--- config.mk ---
export PLATFORM = sky130hd
export DESIGN_NAME = srw_host
export DESIGN_NICKNAME = d
export VERILOG_FILES = /design/src/srw_pkg.sv /design/src/srw_host.sv /design/src/srw_sync.sv
export VERILOG_INCLUDE_DIRS = /design/src /design/src/src
export SDC_FILE = /design/constraint.sdc
export NUM_CORES = 1
export LEC_CHECK = 0
export ABC_AREA = 1
export BUFFER_PORTS_ARGS = -buffer_cell sky130_fd_sc_hd__buf_2
export CAP_MARGIN = 5
export CORE_AREA = 8 8 45 47
export DETAILED_ROUTE_END_ITERATION = 8
export DIE_AREA = 0 0 53 55
export PLACE_DENSITY = 0.77
export SYNTH_ARGS = -nofsm -noshare
export SYNTH_HDL_FRONTEND = slang
export SYNTH_SLANG_ARGS = --single-unit
--- constraint.sdc ---
create_clock -name ref_clk_i -period 0.8 [get_ports ref_clk_i]
set_clock_uncertainty 0.05 [all_clocks]
set_input_delay 0.04 -clock ref_clk_i [delete_from_list [all_inputs] [get_ports ref_clk_i]]
set_output_delay 0.04 -clock ref_clk_i [all_outputs]
set_load 0.1 [all_outputs]
--- src/srw_defines.svh ---
// Timing constants for the host-side reset line controller
`ifndef SRW_DEFINES_SVH
`define SRW_DEFINES_SVH

// External clock cycles the host holds the reset line low
`define SRW_DRIVE_CYC   3'h4
// External clock cycles from release to sampling the line
`define SRW_SAMPLE_CYC  3'h2
// Depth of the input synchroniser, added to the sampling wait
`define SRW_SYNC_CYC    3'h2
// Reset state of the line output value (open drain pulls low only)
`define SRW_LINE_LOW    1'h0

`endif

--- src/srw_pkg.sv ---
// Types for the host-side reset line controller
package srw_pkg;

    typedef enum logic [1:0] {
        SRW_IDLE,
        SRW_DRIVE,
        SRW_WAIT,
        SRW_EXT
    } srw_state_t;

    typedef struct packed {
        srw_state_t state;
        logic [2:0] cnt;
        logic       oe;
        logic       line_out;
        logic       kick;
        logic       in_reset;
        logic       cause_valid;
        logic       cause_self;
    } srw_regs_t;

endpackage

--- src/srw_host.sv ---
// Host-side controller of a bidirectional supervisor reset line
`timescale 1ns/1ps
`include "srw_defines.svh"

module srw_host
    import srw_pkg::*;
(
    input  wire logic ref_clk_i,
    input  wire logic rstn_i,
    input  wire logic self_reset_req_i,
    input  wire logic kick_req_i,
    input  wire logic reset_line_i,
    output logic      reset_line_o,
    output logic      reset_line_oe_o,
    output logic      watchdog_kick_input_o,
    output logic      in_reset_o,
    output logic      cause_valid_o,
    output logic      cause_self_o
);

    localparam logic [2:0] DRIVE_LAST = 3'(`SRW_DRIVE_CYC - 3'h1);
    // Sync delay added so the decision sees the line as it stood at the sample point
    localparam logic [2:0] WAIT_LAST  = 3'(`SRW_SAMPLE_CYC + `SRW_SYNC_CYC - 3'h1);

    logic      rst_n;
    logic      line_s;
    srw_regs_t q;
    srw_regs_t d;

    // Reset release is synchronised so every state register flop leaves reset on the same edge
    srw_sync #(
        .WIDTH (1),
        .RST_V (1'h0)
    ) u_rst_sync (
        .clk_i  (ref_clk_i),
        .rstn_i (rstn_i),
        .d_i    (1'h1),
        .q_o    (rst_n)
    );

    // Line level comes from the pin and must be synchronised before use
    srw_sync #(
        .WIDTH (1),
        .RST_V (1'h1)
    ) u_line_sync (
        .clk_i  (ref_clk_i),
        .rstn_i (rstn_i),
        .d_i    (reset_line_i),
        .q_o    (line_s)
    );

    // Next-state logic for the whole controller
    always_comb
    begin
        d             = q;
        d.cause_valid = 1'h0;
        d.line_out    = `SRW_LINE_LOW;
        d.cnt         = q.cnt + 3'h1;
        case (q.state)
            SRW_IDLE:
            begin
                d.cnt = 3'h0;
                // Toggling the kick pin is what services the watchdog
                if (kick_req_i)
                begin
                    d.kick = !q.kick;
                end
                if (self_reset_req_i)
                begin
                    d.state    = SRW_DRIVE;
                    d.oe       = 1'h1;
                    d.in_reset = 1'h1;
                end
                else if (!line_s)
                begin
                    d.state    = SRW_EXT;
                    d.in_reset = 1'h1;
                end
            end
            SRW_DRIVE:
            begin
                if (q.cnt == DRIVE_LAST)
                begin
                    d.state = SRW_WAIT;
                    d.oe    = 1'h0;
                    d.cnt   = 3'h0;
                end
            end
            SRW_WAIT:
            begin
                if (q.cnt == WAIT_LAST)
                begin
                    d.cnt = 3'h0;
                    if (line_s)
                    begin
                        d.state       = SRW_IDLE;
                        d.in_reset    = 1'h0;
                        d.cause_valid = 1'h1;
                        d.cause_self  = 1'h1;
                    end
                    else
                    begin
                        d.state = SRW_EXT;
                    end
                end
            end
            SRW_EXT:
            begin
                d.cnt = 3'h0;
                if (line_s)
                begin
                    d.state       = SRW_IDLE;
                    d.in_reset    = 1'h0;
                    d.cause_valid = 1'h1;
                    d.cause_self  = 1'h0;
                end
            end
            default:
            begin
                d.state    = SRW_IDLE;
                d.oe       = 1'h0;
                d.in_reset = 1'h0;
                d.cnt      = 3'h0;
            end
        endcase
    end

    // State register; reset idles with the line released
    always_ff @(posedge ref_clk_i or negedge rst_n)
    begin
        if (!rst_n)
        begin
            q <= '{state: SRW_IDLE, cnt: 3'h0, oe: 1'h0, line_out: `SRW_LINE_LOW,
                   kick: 1'h0, in_reset: 1'h0, cause_valid: 1'h0, cause_self: 1'h0};
        end
        else
        begin
            q <= d;
        end
    end

    // Outputs straight from the state register
    assign reset_line_o          = q.line_out;
    assign reset_line_oe_o       = q.oe;
    assign watchdog_kick_input_o = q.kick;
    assign in_reset_o            = q.in_reset;
    assign cause_valid_o         = q.cause_valid;
    assign cause_self_o          = q.cause_self;

    drive_len_a: assert property (@(posedge ref_clk_i) disable iff (!rst_n)
        $rose(q.oe) |-> q.oe [*4] ##1 !q.oe)
        else $error("reset line not driven for exactly four cycles");

    low_only_a: assert property (@(posedge ref_clk_i) disable iff (!rst_n)
        q.oe |-> (q.line_out == 1'h0) && q.in_reset)
        else $error("reset line driven to a level other than low");

    self_cause_a: assert property (@(posedge ref_clk_i) disable iff (!rst_n)
        ($fell(q.oe) ##3 line_s) |=> q.cause_valid && q.cause_self)
        else $error("high line after release not reported as self reset");

    ext_hold_a: assert property (@(posedge ref_clk_i) disable iff (!rst_n)
        ($fell(q.oe) ##3 !line_s) |=> (q.state == SRW_EXT) && !q.cause_valid)
        else $error("low line after release not treated as external");

    ext_report_a: assert property (@(posedge ref_clk_i) disable iff (!rst_n)
        (q.state == SRW_EXT && line_s) |=> q.cause_valid && !q.cause_self && !q.in_reset)
        else $error("external reset end not reported");

    cause_pulse_a: assert property (@(posedge ref_clk_i) disable iff (!rst_n)
        q.cause_valid |=> !q.cause_valid)
        else $error("cause report held longer than one cycle");

    sample_delay_a: assert property (@(posedge ref_clk_i) disable iff (!rst_n)
        $fell(q.oe) |-> (q.state == SRW_WAIT) [*4] ##1 (q.state != SRW_WAIT))
        else $error("line not sampled four cycles after release");

    self_start_a: assert property (@(posedge ref_clk_i) disable iff (!rst_n)
        ((q.state == SRW_IDLE) && self_reset_req_i) |=> q.oe && q.in_reset)
        else $error("own reset request not answered by driving the line");

    ext_entry_a: assert property (@(posedge ref_clk_i) disable iff (!rst_n)
        ((q.state == SRW_IDLE) && !self_reset_req_i && !line_s) |=>
            (q.state == SRW_EXT) && !q.oe && q.in_reset)
        else $error("line pulled low by another device not followed");

    drive_state_a: assert property (@(posedge ref_clk_i) disable iff (!rst_n)
        q.oe |-> (q.state == SRW_DRIVE))
        else $error("line driven outside the drive phase");

endmodule

--- src/srw_sync.sv ---
// Two flip-flop synchroniser with a constant reset value
`timescale 1ns/1ps
module srw_sync #(
    parameter int         WIDTH = 1,
    parameter logic [0:0] RST_V = 1'h0
) (
    input  wire logic             clk_i,
    input  wire logic             rstn_i,
    input  wire logic [WIDTH-1:0] d_i,
    output logic      [WIDTH-1:0] q_o
);

    logic [WIDTH-1:0] meta_q;

    // First stage is read only by the second stage
    always_ff @(posedge clk_i or negedge rstn_i)
    begin
        if (!rstn_i)
        begin
            meta_q <= {WIDTH{RST_V}};
            q_o    <= {WIDTH{RST_V}};
        end
        else
        begin
            meta_q <= d_i;
            q_o    <= meta_q;
        end
    end

endmodule

==> results.md, run 1 <==
Timing:
- The timing-limited maximum frequency is slightly above 800 MHz.
- The max-slew violation count is 0.
- The final critical delay including setup and external delays is around 1200 ps.
- In the post-route analysis, the smallest setup slack over all paths is -416.7 ps.
- The count of final hold-check violations is 1.
- The fraction of the cycle the final worst path needs is 152.1%.
- Hold timing on the final database bottoms out at a slack of -2.279 ps.
- The final-report setup violation count is 15.
- Setup repair after global routing could not meet its margin everywhere.

Yosys:
- The post-synthesis cell type with the largest combined area is dfrtp_1.
- After synthesis the cells add up to 600.6 µm².
- After synthesis, the netlist uses 16 different library cells.
- During synthesis, Yosys emitted a total of 0 warnings.
- The proportion of netlist area held by the largest area contributor is 50.00%.
- The register bit count reported by yosys is 14.
- The average footprint of a synthesized cell is approximately 9 µm².
- The portion of the post-synthesis area used by sequential elements is 58.75%.
- Counting every instance in the synthesized netlist gives between 60 and 70.
- By area the synthesized netlist is led by dfrtp_1, nand2_1, dfstp_2.
- Counting every net in the synthesized netlist gives 73.

CTS:
- The TritonCTS buffer count is 3.
- The count of H-tree levels built during CTS is 1.
- The number of buffers between clock root and the deepest sink is 2.
- The tree is rooted in a clkbuf_4.
- The hold buffer count at CTS is 3.
- Counting every sink on the clock net gives 14.
- TritonCTS built the clock tree.
- After clock tree synthesis, the clock-pin slew on the worst setup and hold paths is approximately 80 ps.
- The insertion delay to the later sink of the worst-skew pair is between 200 and 300 ps.

Floorplan:
- The initial utilization of the core area, before any placement, comes to between 40% and 50%.
- The overall die height is approximately 55 µm.
- After floorplanning, the core was divided into 14 placement rows.
- The core region is 1384 µm².
- In this run the count of I/O pins placed on the die edge is 11.
- The die covers 2915 µm².
- The horizontal die dimension is about 53 µm.

Critical path:
- For this design, the slowest cell found on the critical path is dfrtp_1.
- Measured in cells, the most critical reg-to-reg path has a length of 6.
- The data arrival at the endpoint of the critical path is 1330 ps.
- The worst setup path category is flop to flop.
- Walking the worst path, the cells encountered are ha_4 > nand2_8 > a21oi_4 > nand3_2 > nand2_1 > nand2_1.
- The worst setup path is launched from a flop.
- STA classifies the critical path endpoint as a flop.
- Along the worst path, the maximum fanout reaches 6.
- The cell with the most instances on the worst path is nand2_1.
- At the worst endpoint, the required time is 910 ps.
- The largest single stage delay on the critical path is between 300 and 400 ps.

Job:
- Across the run, the number of max-cap violations was 0.

Power and ir drop:
- The static leakage power is 0.4988 nW.
- VDD sags by at most between 0.003 and 0.004 V.
- The completed layout was analyzed and its total power is ~4.3 mW.
- Net switching is between 40% and 50% of the power.
- The fraction of power consumed by sequential logic is 28.3%.
- The internal power consumption is about 2.3 mW.
- In this run the power density over the cells is about 4100 nW/µm².
- The clock network burns a little under a tenth of the power.
- The share of total power dissipated in combinational logic is between 60% and 70%.
- The switching power of the nets is approximately 2.0 mW.

Layout:
- Leaving out filler cells and counting taps, the final layout contains between 100 and 150.
- The final layout contains 102 nets.
- The number of antenna diodes is 0.
- The end-of-flow core utilization is between 70% and 80%.
- The post-route netlist has between 60% and 70% of its cells at a drive strength greater than 1.
- The layout overhead on the synthesized area is 75.00%.

Placement:
- Counting tap cells, the placed design contains a total of 100 instances.
- The estimated wirelength of the detail-placed design is around 960 µm.
- The congestion estimate from routability-driven global placement came to approximately 0.87.
- The number of buffer cells added on primary ports is 9.

Outcome:
- The final reports fail on hold timing, setup timing.
- The flow ran to the end, but the final reports show violations.

Global routing:
- Summed over all layers, the global routing overflow is 0.
- The first-pass GRT wire length is 2518 µm.
- The number of antenna violations at the first check in global routing is 0.
- Global routing used a little under an eighth of the available tracks.
- The via count of the first global-routing pass is about 630.
- Entering global routing, the biggest net connects 11 pins.

Route:
- The number of violations reported at the end of detailed-routing iteration 0 is 10.
- The final route contains 541 vias.
- After detailed routing, the number of vias per cell comes to roughly 4.9.
- The detail route stage leaves a number of antenna-violating nets equal to 0.
- The total wire length is 1507 µm.
- The DRC violations left is 0.
- For this run, the detailed router's first-pass iteration total came to 4.
- The average wire per standard cell is around 14 µm.

Hold path:
- In this run the worst hold path is classified as input pin to flop.
- The worst hold path passes through 2 cells.
==> metrics by stage <==
| stage | setup slack (ps) | instance area (µm²) | hold WS, ps | TNS [ps] |
|---|---|---|---|---|
| after global routing | -500.9 | 1051 | -16.44 | -5020 |
| after CTS | -378.7 | 1008 | -15.64 | -4323 |
| after floorplan | -281.7 | 643.1 | -305.6 | -1995 |
| final | -416.7 | 1051 | -2.279 | -4285 |
| after detailed placement | -374.1 | 843.3 | -203.0 | -3412 |
| after global placement | -332.3 | 843.3 | -207.3 | -3077 |
==> critical path: cells and delay by family, from the launching register on <==
| family | cells | cell delay, ps |
|---|---|---|
| DFF | 1 | 390 |
| and+or+nand+nor | 4 | 290 |
| AOI/OAI and AO/OA | 1 | 200 |
| adders and majority gates | 1 | 180 |
==> registers in the layout (all words and copies together) (netlist names) <==
signal / cells
cause_self_o: 1
cause_valid_o: 1
in_reset_o: 1
q: 5
reset_line_oe_o: 1
u_line_sync.meta_q: 1
u_line_sync.q_o: 1
u_rst_sync.meta_q: 1
u_rst_sync.q_o: 1
watchdog_kick_input_o: 1
==> per-layer routing <==
metal	up-vias	track usage (%)	routed length [µm]
met5	-	0	0
li1	259	-	-
met4	0	9.914	17
met1	264	12.74	622
met3	2	1.872	65
met2	16	19.34	801
==> final timing paths <==
kind | slack (ps) | startpoint | endpoint
worst max-delay path | -420 | q[6]$_DFF_PN0_ | in_reset_o$_DFFE_PN0P_
worst min-delay path | -2 | self_reset_req_i | reset_line_oe_o$_DFFE_PN0P_
worst max register to register | -420 | q[6]$_DFF_PN0_ | in_reset_o$_DFFE_PN0P_
worst min register to register | 120 | u_rst_sync.q_o$_DFF_PN0_ | q[8]$_DFF_PN0_
max in group asynchronous | 260 | u_rst_sync.q_o$_DFF_PN0_ | watchdog_kick_input_o$_DFFE_PN0P_
min in group asynchronous | 50 | rstn_i | u_rst_sync.meta_q$_DFF_PN0_
==> layout by cell type (no fill, tap or decap), types with 2 or more instances in the layout <==
cell,netlist,layout
nand2_4,0,2
dfrtp_2,0,6
buf_2,0,4
a21oi_2,0,2
dfstp_2,2,2
conb_1,2,2
dlygate4sd3_1,0,3
buf_4,1,10
inv_1,8,4
inv_2,0,3
nand2_1,16,10
nor2_1,8,4
buf_6,0,3
dfrtp_1,12,5
nand3_2,1,3
nor2_2,2,2
buf_12,0,5
nand3_1,5,2
nor2_4,0,4
nand2_2,0,3
clkbuf_4,0,3
==> synthesized netlist by cell type <==
cell	instances
xnor2_1	1
a22o_1	1
nand3_1	5
nor2_2	2
ha_1	1
buf_4	1
nand2_1	16
a21oi_1	3
o21ai_0	2
nor3_1	2
dfstp_2	2
inv_1	8
nand3_2	1
conb_1	2
dfrtp_1	12
nor2_1	8
==> power by group through the flow <==
stage | clock network (mW) | logic, mW | registers, mW
6_report | 0.400 | 2.67 | 1.21
5_1_grt | 0.457 | 2.85 | 1.24
4_1_cts | 0.417 | 2.51 | 1.21
3_5_place_dp | 0 | 2.13 | 1.19
3_3_place_gp | 0 | 2.09 | 1.18
2_1_floorplan | 0 | 0.683 | 1.77
==> what timing repair did <==
item	4_1_cts	5_1_grt
endpoints found under the setup margin	15	15
endpoints found under the hold margin	7	1
pin swaps	6	5
setup buffers	4	0
resized for setup	17	10
==> logic make-up after synthesis <==
logic type               count (synthesis)  share of synthesized area, %
AND/OR/NAND/NOR                         34                         24.58
buffers and inverters                    9                         6.251
adder cells (fa/ha/maj)                  1                         2.083
other                                    2                         1.250
XOR/XNOR                                 1                         1.459
AO/OA/AOI/OAI                            6                         5.625
flip-flops                              14                         58.75
==> layout make-up <==
cell class / instances / area [µm²]
clock buffers: 4 / 26.28
fillers: 85 / 332.8
inverters: 8 / 32.53
multi-input cells: 44 / 349.1
flip-flops and latches: 14 / 364.1
well taps: 16 / 20.02
repair buffers: 25 / 259.0
Power figures use the tool's default switching activity.
==> run 2, diff against run 1 <==
==> constraint.sdc (replaced) <==
create_clock -name ref_clk_i -period 1.4 [get_ports ref_clk_i]
set_clock_uncertainty 0.05 [all_clocks]
set_input_delay 0.07 -clock ref_clk_i [delete_from_list [all_inputs] [get_ports ref_clk_i]]
set_output_delay 0.07 -clock ref_clk_i [all_outputs]
set_load 0.1 [all_outputs]
==> results.md, run 2 (synthesis gave the netlist of run 1 again) <==
Power and ir drop:
- The maximum ir drop on the vdd rail is 0.001246 V (was 0.003022 V).
- The power per unit of standard cell area is 2362 nW/µm² (was 4078 nW/µm²).
- The static leakage power is 0.4023 nW (was 0.4988 nW).

Layout:
- The leading cell type in the layout, fill and taps excluded is nand2_1.
- The layout overhead on the synthesized area is 26.25% (was 75.00%).
- The end-of-flow core utilization came to 54.79% (was 75.95%).
- The largest register by flop count was q (unchanged).
- The final non-filler cell area is 758.2 µm² (was 1051 µm²).
- The register area came to 352.8 µm² (was 364.1 µm²).
- Highest-count cells in the layout ignoring fill and taps: nand2_1, dfrtp_1, buf_2 (was nand2_1, buf_4, dfrtp_2).
- The total number of nets in the final design is 92 (was 102).
- The flip-flop count of the largest register after layout is 5 (unchanged).
- The fraction of layout instances using a drive strength above 1 was 27.06% (was 64.21%).
- The area of the multi-input gates was 219.0 µm² (was 349.1 µm²).
- The number of antenna diodes is 0 (unchanged).
- The filler cell count came to 124 (was 85).

Timing:
- The setup total negative slack was 0 ps (was -4285 ps).
- The timing-limited maximum frequency was 794.4 MHz (was 821.9 MHz).
- The least setup slack across all paths after layout is 141.2 ps (was -416.7 ps).
- The count of final hold-check violations was 0 (was 1).
- The final critical delay including setup and external delays is 1259 ps (was 1217 ps).
- The max-slew violation count came to 0 (unchanged).
- The post-route worst hold slack is 62.31 ps (was -2.279 ps).
- The final-report setup violation count came to 0 (was 15).
- The fraction of the cycle the final worst path needs is 89.91% (was 152.1%).
- RSZ-0062 raised after global routing: no (was yes).

CTS:
- The post-CTS setup buffer count is 0 (was 4).
- The clock root buffer is clkbuf_4 (unchanged).
- The count of H-tree levels built during CTS is 1 (unchanged).
- The number of buffers between clock root and the deepest sink came to 2 (unchanged).
- The insertion delay to the later sink of the worst-skew pair came to 290 ps (was 270 ps).
- The clock sink total is 14 (unchanged).
- The clock transition at the register clock pins on the worst setup and hold paths after CTS is 80 ps (about the same).
- The TritonCTS clock tree is done (unchanged).
- The TritonCTS buffer count is 3 (unchanged).

Floorplan:
- The number of top-level pins is 11 (unchanged).
- The starting utilization of the core area is 43.40% (unchanged).
- The area of the placeable core is 1384 µm² (unchanged).
- The die area was 2915 µm² (unchanged).
- The horizontal die dimension is 53 µm (unchanged).
- The count of standard-cell rows is 14 (unchanged).
- The overall die height is 55 µm (unchanged).

Placement:
- The estimated wirelength of the detail-placed design is 775 µm (was 957.1 µm).
- The setup slack after placement is 60.47 ps (was -374.1 ps).
- The final RePlAce weighted congestion is 0.8393 (was 0.8682).
- The number of buffer cells added on primary ports is 9 (unchanged).
- The instance area at placement is 673.1 µm² (was 843.3 µm²).

Route:
- The total wire length is 1164 µm (was 1507 µm).
- The DRC violations left is 0 (unchanged).
- The average wire per standard cell is 11.52 µm (was 13.58 µm).
- The first-pass detailed-route iteration total came to 4 (unchanged).
- The number of violations reported at the end of detailed-routing iteration 0 came to 10 (unchanged).
- The vias after detailed routing is 481 (was 541).
- The remaining antenna violation count is 0 (unchanged).
- The detail-routed via count per cell was 4.762 (was 4.874).

Global routing:
- The number of antenna violations at the first check in global routing came to 0 (unchanged).
- The total routing resource utilization after global routing came to 9.397% (was 11.62%).
- The via count of the first global-routing pass is 456 (was 628).
- The first-pass GRT wire length is 1904 µm (was 2518 µm).
- The leftover overflow at the end of global routing is 0 (unchanged).
- The largest net degree at the start of global routing came to 11 (unchanged).

Critical path:
- The critical path endpoint category was a flop (unchanged).
- The launching element type of the critical path is a flop (unchanged).
- The worst-case register-to-register setup slack came to 140 ps (was -420 ps).
- The maximum fanout encountered on the critical timing path is 6 (unchanged).
- The required time reported for the critical path endpoint is 1510 ps (was 910 ps).
- The worst setup path category is flop to flop (unchanged).
- The data arrival at the endpoint of the critical path came to 1370 ps (was 1330 ps).

Hold path:
- The worst hold path class is input pin to async pin (was input pin to flop).

Job:
- The max-cap violation count is 0 (unchanged).

Outcome:
- Run status: complete, no violations (was finished with violations).
-- run 2: power by group --
part / internal (mW) / switching (mW)
clock network: 0.158 / 0.133
logic: 0.228 / 0.664
registers: 0.515 / 0.0923
-- run 2: metrics by stage --
stage	power, mW	cells
2_1_floorplan	1.311	67
3_3_place_gp	1.462	93
3_5_place_dp	1.477	93
4_1_cts	1.788	101
5_1_grt	1.919	101
6_report	1.791	101
-- run 2: layer usage --
| metal | GRT usage (%) | up-vias | wire length, µm |
|---|---|---|---|
| li1 | - | 243 | - |
| met1 | 9.262 | 220 | 469 |
| met2 | 14.84 | 13 | 569 |
| met3 | 3.743 | 5 | 79 |
| met4 | 9.052 | 0 | 45 |
| met5 | 0 | - | 0 |
-- run 2: critical path, stage by stage (launching register included) --
cell and delay, ps:
dfrtp_1 390, ha_1 220, nand2_2 120, inv_1 80, buf_4 130, nand3_1 70, o21ai_0 90
-- run 2: final timing paths --
check / start / to / cells after the start
setup / recovery: q[6]$_DFF_PN0_ / cause_valid_o$_DFF_PN0_ / 6
hold / removal: rstn_i / u_rst_sync.q_o$_DFF_PN0_ / 2
setup reg to reg: q[6]$_DFF_PN0_ / cause_valid_o$_DFF_PN0_ / 6
hold reg to reg: u_rst_sync.q_o$_DFF_PN0_ / q[9]$_DFFE_PN0P_ / 0
max in group asynchronous: u_rst_sync.q_o$_DFF_PN0_ / cause_valid_o$_DFF_PN0_ / 0
min in group ref_clk_i: u_rst_sync.meta_q$_DFF_PN0_ / u_rst_sync.q_o$_DFF_PN0_ / 0
-- run 2: layout make-up --
cell class | count | area share, %
sequential | 14 | 46.53
inverter | 8 | 3.960
tap | 16 | 2.640
clock buffer | 4 | 4.785
timing repair buffer | 15 | 13.20
multi-input combinational | 44 | 28.88
-- run 2: repair_timing --
action                     4_1_cts  5_1_grt
setup endpoints to repair        0        3
hold endpoints to repair         7        0
gates resized for setup          0        4
hold buffers                     4        0
